## src/fault_record_pkg.sv

```systemverilog
// shared constants for the fault record builder
package fault_record_pkg;
  // ==========================================================
  // record layout
  localparam int REC_W = 128;
  localparam int RSV_TOP_BIT = 127;
  localparam int ACCESS_KIND_BIT = 126;
  localparam int ADDR_TYPE_LO = 124;
  localparam int PROCESS_SPACE_VALUE_LO = 104;
  localparam int FAULT_CAUSE_CODE_LO = 96;
  localparam int PROCESS_SPACE_FLAG_BIT = 95;
  localparam int RUN_PERMISSION_FLAG_BIT = 94;
  localparam int SUPERVISOR_REQUEST_FLAG_BIT = 93;
  localparam int RSV_MID_LO = 80;
  localparam int RSV_MID_HI = 92;
  localparam int REQUESTER_SOURCE_TAG_LO = 64;
  localparam int FAULT_DETAIL_BITS_LO = 12;
  localparam int INTR_INDEX_LO = 48;
  localparam int RSV_LOW_HI = 11;
  localparam int REC_BYTES_LOG2 = 4;

  // ==========================================================
  // register map, byte addresses
  localparam logic [7:0] CTRL_OFS = 8'h00;
  localparam logic [7:0] STAT_OFS = 8'h04;
  localparam logic [7:0] MASK_OFS = 8'h08;
  localparam logic [7:0] BASE_OFS = 8'h0c;
  localparam logic [7:0] COUNT_OFS = 8'h10;
  localparam logic [7:0] LAST0_OFS = 8'h14;
  localparam logic [7:0] LAST3_OFS = 8'h20;

  // control and status fields
  localparam int CTRL_W = 3;
  localparam int ENABLE_BIT = 0;
  localparam int DEVICE_TLB_SUPPORT_BIT = 1;
  localparam int PASID_SUPPORT_BIT = 2;
  localparam int STAT_W = 2;
  localparam int LOGGED_BIT = 0;
  localparam int DROPPED_BIT = 1;
  localparam logic [CTRL_W-1:0] CTRL_RST = 3'h1;
  localparam logic [STAT_W-1:0] STAT_RST = 2'h0;
  localparam logic [STAT_W-1:0] MASK_RST = 2'h0;
  localparam logic [31:0] BASE_RST = 32'h0000_0000;

  typedef enum logic [1:0] {
    ST_IDLE = 2'b00,
    ST_LOAD = 2'b01,
    ST_WAIT = 2'b10
  } intake_state_type;
endpackage
```

## src/fault_log_port.sv

```systemverilog
// holds one whole record on the log write port until it is taken
`timescale 1ns/1ns
`default_nettype none
module fault_log_port #(
  parameter int AW = 32
) (
  // clock and reset
  input wire logic pclk,
  input wire logic presetn,
  // load side
  input wire logic load,
  input wire logic [AW-1:0] load_addr,
  input wire logic [127:0] load_data,
  output logic done,
  // memory side
  output logic log_wr_valid,
  output logic [AW-1:0] log_wr_addr,
  output logic [127:0] log_wr_data,
  input wire logic log_wr_ready
);
  typedef struct packed {
    logic valid;
    logic [AW-1:0] addr;
    logic [127:0] data;
  } port_type;

  port_type r_ff;
  port_type nxt_r;

  always_comb begin
    nxt_r = r_ff;
    if (r_ff.valid && log_wr_ready) begin
      nxt_r.valid = 1'b0;
    end
    // the word only moves while no write is pending, never piecewise
    if (load && !r_ff.valid) begin
      nxt_r.valid = 1'b1;
      nxt_r.addr = load_addr;
      nxt_r.data = load_data;
    end
  end

  always_ff @(posedge pclk or negedge presetn) begin
    if (!presetn) begin
      r_ff <= '0;
    end else begin
      r_ff <= nxt_r;
    end
  end

  assign done = r_ff.valid & log_wr_ready;
  assign log_wr_valid = r_ff.valid;
  assign log_wr_addr = r_ff.addr;
  assign log_wr_data = r_ff.data;
endmodule
`default_nettype wire

```

## src/fault_record_builder.sv

```systemverilog
// fault record builder: intake, apb registers, log commit, interrupt
// Operation
// - access kind: write 0, read/atomic 1
// - copy request address type into field
// - no device-tlb support: address type zero
// - record pasid value in value field
// - flag pasid on translation faults; else zero (the code sets it only when has_pasid and pasid support are both on)
// - eight-bit cause code in every record
// - run flag when read asked execute
// - supervisor flag when privilege was requested
// - requester id into source tag field
// - translation fault: page address in detail
// - remap fault: index high, low detail clear
//
// The APB interface to the registers and the register addresses were left to the implementer.
`timescale 1ns/1ns
`default_nettype none
module fault_record_builder #(
  parameter int AW = 32
) (
  // clock and reset
  input wire logic pclk,
  input wire logic presetn,
  // apb slave
  input wire logic psel,
  input wire logic penable,
  input wire logic pwrite,
  input wire logic [7:0] paddr,
  input wire logic [31:0] pwdata,
  output logic [31:0] prdata,
  output logic pready,
  output logic pslverr,
  // faulted request
  input wire logic flt_valid,
  output logic flt_ready,
  input wire logic flt_is_xlate,
  input wire logic flt_is_read,
  input wire logic [1:0] flt_addr_type,
  input wire logic flt_has_pasid,
  input wire logic [19:0] flt_pasid,
  input wire logic [7:0] flt_cause,
  input wire logic flt_exec_req,
  input wire logic flt_supervisor_request_flag_req,
  input wire logic [15:0] flt_requester_id,
  input wire logic [51:0] flt_page_addr,
  input wire logic [15:0] flt_intr_index,
  // fault log write port
  output logic log_wr_valid,
  output logic [AW-1:0] log_wr_addr,
  output logic [127:0] log_wr_data,
  input wire logic log_wr_ready,
  // interrupt
  output logic irq
);
  // ==========================================================
  // state
  typedef struct packed {
    fault_record_pkg::intake_state_type st;
    logic flt_ready;
    logic [fault_record_pkg::CTRL_W-1:0] ctrl;
    logic [fault_record_pkg::STAT_W-1:0] stat;
    logic [fault_record_pkg::STAT_W-1:0] mask;
    logic [31:0] base;
    logic [31:0] count;
    logic [127:0] rec;
    logic irq;
    logic pready;
    logic pslverr;
    logic [31:0] prdata;
  } regs_type;

  regs_type r_ff;
  regs_type nxt_r;
  logic [127:0] rec_fmt;
  logic log_done;
  logic load;
  logic take;
  logic access;
  logic wr;
  logic [fault_record_pkg::STAT_W-1:0] ev;

  function automatic logic reg_hit(input logic [7:0] a);
    reg_hit = (a[1:0] == 2'b00) && (a <= fault_record_pkg::LAST3_OFS);
  endfunction

  function automatic logic [31:0] reg_read(input logic [7:0] a, input regs_type s);
    logic [31:0] v;
    v = 32'h0000_0000;
    case (a)
      fault_record_pkg::CTRL_OFS: v[fault_record_pkg::CTRL_W-1:0] = s.ctrl;
      fault_record_pkg::STAT_OFS: v[fault_record_pkg::STAT_W-1:0] = s.stat;
      fault_record_pkg::MASK_OFS: v[fault_record_pkg::STAT_W-1:0] = s.mask;
      fault_record_pkg::BASE_OFS: v = s.base;
      fault_record_pkg::COUNT_OFS: v = s.count;
      default: begin
        if (a >= fault_record_pkg::LAST0_OFS && reg_hit(a)) begin
          v = s.rec[32*((a - fault_record_pkg::LAST0_OFS) >> 2) +: 32];
        end
      end
    endcase
    return v;
  endfunction

  // ==========================================================
  // datapath
  fault_record_format u_format (
    .is_xlate(flt_is_xlate),
    .is_read(flt_is_read),
    .addr_type(flt_addr_type),
    .has_pasid(flt_has_pasid),
    .pasid(flt_pasid),
    .cause(flt_cause),
    .exec_req(flt_exec_req),
    .supervisor_request_flag_req(flt_supervisor_request_flag_req),
    .requester_id(flt_requester_id),
    .page_addr(flt_page_addr),
    .intr_index(flt_intr_index),
    .device_tlb_support(r_ff.ctrl[fault_record_pkg::DEVICE_TLB_SUPPORT_BIT]),
    .pasid_support(r_ff.ctrl[fault_record_pkg::PASID_SUPPORT_BIT]),
    .rec(rec_fmt)
  );

  fault_log_port #(
    .AW(AW)
  ) u_port (
    .pclk(pclk),
    .presetn(presetn),
    .load(load),
    .load_addr(AW'(r_ff.base + {r_ff.count[27:0], 4'h0})),
    .load_data(r_ff.rec),
    .done(log_done),
    .log_wr_valid(log_wr_valid),
    .log_wr_addr(log_wr_addr),
    .log_wr_data(log_wr_data),
    .log_wr_ready(log_wr_ready)
  );

  // ==========================================================
  // next state
  assign load = (r_ff.st == fault_record_pkg::ST_LOAD);
  assign take = flt_valid & r_ff.flt_ready;
  assign access = psel & penable;
  assign wr = access & r_ff.pready & pwrite & ~r_ff.pslverr;

  always_comb begin
    nxt_r = r_ff;
    ev = '0;
    case (r_ff.st)
      fault_record_pkg::ST_IDLE: begin
        if (take) begin
          if (r_ff.ctrl[fault_record_pkg::ENABLE_BIT]) begin
            nxt_r.rec = rec_fmt;
            nxt_r.st = fault_record_pkg::ST_LOAD;
          end else begin
            ev[fault_record_pkg::DROPPED_BIT] = 1'b1;
          end
        end
      end
      fault_record_pkg::ST_LOAD: begin
        nxt_r.st = fault_record_pkg::ST_WAIT;
      end
      fault_record_pkg::ST_WAIT: begin
        if (log_done) begin
          nxt_r.count = r_ff.count + 32'h0000_0001;
          ev[fault_record_pkg::LOGGED_BIT] = 1'b1;
          nxt_r.st = fault_record_pkg::ST_IDLE;
        end
      end
      default: begin
        nxt_r.st = fault_record_pkg::ST_IDLE;
      end
    endcase
    // one record in flight; the requester waits instead of losing faults
    nxt_r.flt_ready = (nxt_r.st == fault_record_pkg::ST_IDLE);

    // one wait state: pready rises in the second access cycle
    nxt_r.pready = access & ~r_ff.pready;
    if (access && !r_ff.pready) begin
      nxt_r.pslverr = ~reg_hit(paddr);
      nxt_r.prdata = pwrite ? 32'h0000_0000 : reg_read(paddr, r_ff);
    end
    if (wr) begin
      case (paddr)
        fault_record_pkg::CTRL_OFS: nxt_r.ctrl = pwdata[fault_record_pkg::CTRL_W-1:0];
        fault_record_pkg::STAT_OFS: nxt_r.stat = r_ff.stat & ~pwdata[fault_record_pkg::STAT_W-1:0];
        fault_record_pkg::MASK_OFS: nxt_r.mask = pwdata[fault_record_pkg::STAT_W-1:0];
        fault_record_pkg::BASE_OFS: nxt_r.base = pwdata;
        default: ;
      endcase
    end
    // set after clear, so a same-cycle event survives
    nxt_r.stat = nxt_r.stat | ev;
    nxt_r.irq = |(nxt_r.stat & nxt_r.mask);
  end

  always_ff @(posedge pclk or negedge presetn) begin
    if (!presetn) begin
      r_ff <= '0;
      r_ff.st <= fault_record_pkg::ST_IDLE;
      r_ff.flt_ready <= 1'b1;
      r_ff.ctrl <= fault_record_pkg::CTRL_RST;
      r_ff.stat <= fault_record_pkg::STAT_RST;
      r_ff.mask <= fault_record_pkg::MASK_RST;
      r_ff.base <= fault_record_pkg::BASE_RST;
    end else begin
      r_ff <= nxt_r;
    end
  end

  assign flt_ready = r_ff.flt_ready;
  assign prdata = r_ff.prdata;
  assign pready = r_ff.pready;
  assign pslverr = r_ff.pslverr;
  assign irq = r_ff.irq;
endmodule
`default_nettype wire

```

## src/fault_record_format.sv

```systemverilog
// packs the attributes of one fault into the 128-bit record
`timescale 1ns/1ns
`default_nettype none
module fault_record_format (
  // fault attributes
  input wire logic is_xlate,
  input wire logic is_read,
  input wire logic [1:0] addr_type,
  input wire logic has_pasid,
  input wire logic [19:0] pasid,
  input wire logic [7:0] cause,
  input wire logic exec_req,
  input wire logic supervisor_request_flag_req,
  input wire logic [15:0] requester_id,
  input wire logic [51:0] page_addr,
  input wire logic [15:0] intr_index,
  // capabilities
  input wire logic device_tlb_support,
  input wire logic pasid_support,
  // result
  output logic [127:0] rec
);
  logic pflag;

  always_comb begin
    // reserved positions stay at the zero set here
    rec = '0;
    pflag = is_xlate & has_pasid & pasid_support;
    rec[fault_record_pkg::ACCESS_KIND_BIT] = is_xlate & is_read;
    if (is_xlate && device_tlb_support) begin
      rec[fault_record_pkg::ADDR_TYPE_LO +: 2] = addr_type;
    end
    rec[fault_record_pkg::PROCESS_SPACE_FLAG_BIT] = pflag;
    if (pflag) begin
      rec[fault_record_pkg::PROCESS_SPACE_VALUE_LO +: 20] = pasid;
      rec[fault_record_pkg::RUN_PERMISSION_FLAG_BIT] = exec_req & is_read;
      rec[fault_record_pkg::SUPERVISOR_REQUEST_FLAG_BIT] = supervisor_request_flag_req;
    end
    rec[fault_record_pkg::FAULT_CAUSE_CODE_LO +: 8] = cause;
    rec[fault_record_pkg::REQUESTER_SOURCE_TAG_LO +: 16] = requester_id;
    if (is_xlate) begin
      rec[fault_record_pkg::FAULT_DETAIL_BITS_LO +: 52] = page_addr;
    end else begin
      rec[fault_record_pkg::INTR_INDEX_LO +: 16] = intr_index;
    end
  end
endmodule
`default_nettype wire

```

## config.mk

```make
export PLATFORM = sky130hd
export DESIGN_NAME = fault_record_builder
export DESIGN_NICKNAME = d
export VERILOG_FILES = /design/src/fault_record_pkg.sv /design/src/fault_log_port.sv /design/src/fault_record_builder.sv /design/src/fault_record_format.sv
export SDC_FILE = /design/constraint.sdc
export NUM_CORES = 1
export LEC_CHECK = 0
export BUFFER_PORTS_ARGS = -buffer_cell sky130_fd_sc_hd__buf_2
export CAP_MARGIN = 20
export CORE_AREA = 2 2 219 221
export DETAILED_ROUTE_END_ITERATION = 12
export DIE_AREA = 0 0 221 223
export GPL_TIMING_DRIVEN = 0
export SLEW_MARGIN = 20
export SYNTH_ARGS = -nofsm -noshare
export SYNTH_HDL_FRONTEND = slang
export SYNTH_SLANG_ARGS = --single-unit
```

## constraint.sdc

```tcl
create_clock -name pclk -period 7.66 [get_ports pclk]
set_input_delay 1.149 -clock pclk [delete_from_list [all_inputs] [get_ports pclk]]
set_output_delay 1.149 -clock pclk [all_outputs]
set_load 0.02 [all_outputs]
```

==> summary.md <==
| Metric | Value |
|---|---|
| Pwr/cell area | `~200 nW/um2` |
| Ports | `between 300 and 400` |
| H-tree depth | `2` |
| RSZ-0062 raised after global routing | `no` |
| Layout Nets | `around 2,300` |
| Final setup fails | `0` |
| Vias in the first global route | `14,149` |
| Post-Syn Instances | `between 1,500 and 2,000` |
| Post-CTS setup buffers | `0` |
| DRC violations left | `0` |
| Die Area | `49,300 um2` |
| Initial Util | `34.6%` |
| Worst path required time | `8.07 ns` |
| Clock Path Buffers | `3` |
| Worst-Margin Slew | `1.01 ns` |
| Die height | `223 um` |
| Sequential share of the synthesized area | `between 50% and 60%` |
| Share of the synthesized area in the top cell type | `approximately 53%` |
| Rows | `80` |
| Synthesized cell area | `around 16,000 um2` |
| Final GP Congestion | `0.860` |
| Slew headroom | `~33%` |
| WL per Instance | `20.4 um` |
| Post-synth EDFFs | `0` |
| Worst hold path type | `reg -> reg` |
| Final hold vios | `0` |
| Hold_buf cts | `0` |
| Final worst-path cycle share | `54.3%` |
| Total gr overflow | `0` |
| Commonest cells after routing, fill and taps aside | `nand2_1 (587), buf_2 (346), dfrtp_1 (344)` |
| Final WS setup | `3.50 ns` |
| Clock skew | `0.0203 ns` |
| Leak | `roughly 11 nW` |
| Largest cells by area after synthesis | `dfrtp_1 (53%), nand2_1 (14%), o21ai_0 (2.9%)` |
| Worst slack, placed | `a little under 3 ns` |
| DP HPWL | `44.3 mm` |
| WP data arrival | `4.57 ns` |
| Vias per std cell | `4.93` |
| Startpoint Class | `input port` |
| Area growth syn-to-layout | `24.6%` |
| Total track usage | `between 20% and 30%` |
| Initial DRC Count | `861` |
| Post_cts resized | `0` |
| First-pass GRT wire length | `between 80 and 90 mm` |
| CTS tree | `built` |
| Synth unique cells | `58` |
| Routed WL | `56.9 mm` |
| Yosys Warn Count | `0` |
| Largest net degree at the start of global routing | `93` |
| Vias | `between 10,000 and 15,000` |
| Final Util | `43.1%` |
| Maximum VDD drop | `between 0.00015 and 0.0002 V` |
| Period minus WS final | `4.16 ns` |
| IO Port Bufs | `335` |
| Critical Path Fanout Max | `10` |
| Worst-path clk slew | `about 0.050 ns` |
| CTS Buf Count | `42` |
| Yosys reg bits | `about 350` |
| Status | `complete, no violations` |
| Leading area contributor after synthesis | `dfrtp_1` |
| TNS Setup | `0 ns` |
| Drt pass-1 iters | `5` |
| Antenna violations before repair | `6` |
| Latest clock arrival within the worst-skew pair | `0.56 ns` |
| Max Clk Rate | `240 MHz` |
| Most common cell after layout, fill and taps aside | `nand2_1` |
| Clock sinks | `346` |
| Worst Setup Path Type | `in -> reg` |
| Core Area | `47,100 um2` |
| Post-route ant nets | `0` |
| Layout cells sized above 1 | `22.9%` |
| Max-cap violation count | `0` |
| Mean Syn Cell Area | `9.39 um2` |
| Clk root buf | `clkbuf_16` |
| Die Wd | `between 200 and 250 um` |
| Ys async rst share | `between 90% and 100%` |
| Slew Limit Fails | `0` |
| Primary FF master, synth | `dfrtp_1` |
| Crit path capture type | `flip-flop` |
-- Yosys cell counts, types with 4 or more instances --
cell and instances:
xor2_1 21, a31oi_1 6, xnor2_1 35, buf_4 59, nor2_1 80, mux2i_1 43, nand3_1 60, a221oi_1 33
clkbuf_1 78, a22oi_1 4, and3_1 12, ha_1 32, nand2_1 587, a21oi_1 58, nor2b_1 12, mux2_1 30
inv_1 10, nand4_1 9, a21o_1 10, dfrtp_1 344, mux2_2 9, o21ai_0 94, nand2b_1 6, mux4_2 6
nand3b_1 5, buf_2 12, buf_1 4, a22o_1 26, o211ai_1 4
-- cells by family after synthesis --
logic type      after synthesis  share of synthesized area, %
buf+inv                     167                          5.43
xor+xnor                     56                          3.01
other cells                   1                        0.0230
compound gates              253                          9.76
mux                          88                          6.16
simple gates                792                          19.9
fa+ha+maj                    33                          2.58
flops                       346                          53.1
-- routing by layer --
| layer | part of all wire [%] | track usage (%) | vias to the layer above |
|---|---|---|---|
| met1 | 44 | 30.2 | 6677 |
| met3 | 6.2 | 5.51 | 93 |
| met4 | 2.6 | 6.54 | 6 |
| met2 | 47 | 37.4 | 417 |
| li1 | - | - | 6568 |
| met5 | 0.072 | 0 | - |
-- worst max-delay path, stage by stage --
cell	delay [ns]
buf_2	0.10
buf_2	0.29
buf_2	0.31
inv_1	0.19
ha_1	0.32
clkbuf_1	0.44
buf_2	0.45
mux2i_1	0.30
nor2_1	0.07
a21oi_1	0.33
nor2_1	0.13
a221oi_1	0.33
o21ai_0	0.12
-- final timing paths --
kind / from / end / slack (ns) / cells past startpoint
setup / recovery: paddr[2] / prdata[17] / 3.50 / 13
hold / removal: u_port.log_wr_addr[30] / u_port.log_wr_addr[30] / 0.47 / 2
setup reg to reg: r_ff[163] / u_port.log_wr_addr[28] / 4.47 / 9
hold reg to reg: u_port.log_wr_addr[30] / u_port.log_wr_addr[30] / 0.47 / 2
max in group asynchronous: presetn / r_ff[153] / 5.72 / 3
min in group asynchronous: presetn / prdata[10] / 0.61 / 1
-- layout make-up --
type | count | area (um2)
Buffer | 156 | 845
Timing Repair Buffer | 338 | 1770
Inverter | 11 | 41.3
Clock buffer | 64 | 1260
Antenna cell | 2 | 5.00
Clock inverter | 10 | 114
Multi-Input combinational cell | 1248 | 6850
Fill cell | 4660 | 26800
Sequential cell | 346 | 8660
Tap cell | 615 | 769
-- state kept, by name, indices dropped and copies added, names as in the netlist --
name	count
r_ff	175
u_port.log_wr_data	102
prdata	32
u_port.log_wr_addr	32
flt_ready	1
irq	1
pready	1
pslverr	1
u_port.log_wr_valid	1
-- metrics by stage --
step | instance area (um2) | total power [W] | instances | hold WS, ns
floorplan | 16400 | 0.00195 | 1761 | 0.443
global placement | 18800 | 0.00206 | 2711 | 0.456
detailed placement | 18900 | 0.00207 | 2714 | 0.458
CTS | 20300 | 0.00408 | 2788 | 0.469
global route | 20300 | 0.00417 | 2788 | 0.482
finish | 20300 | 0.00403 | 2790 | 0.468
-- power by group --
part,internal [W],leakage (nW),total [W],switching (W)
Clock,0.00120,0.670,0.00200,0.000797
Combinational,0.0000676,5.49,0.000189,0.000121
Sequential,0.00184,4.81,0.00184,0.00000863
Total,0.00310,11.0,0.00403,0.000927
No activity file was read; power rests on OpenSTA's default activity.
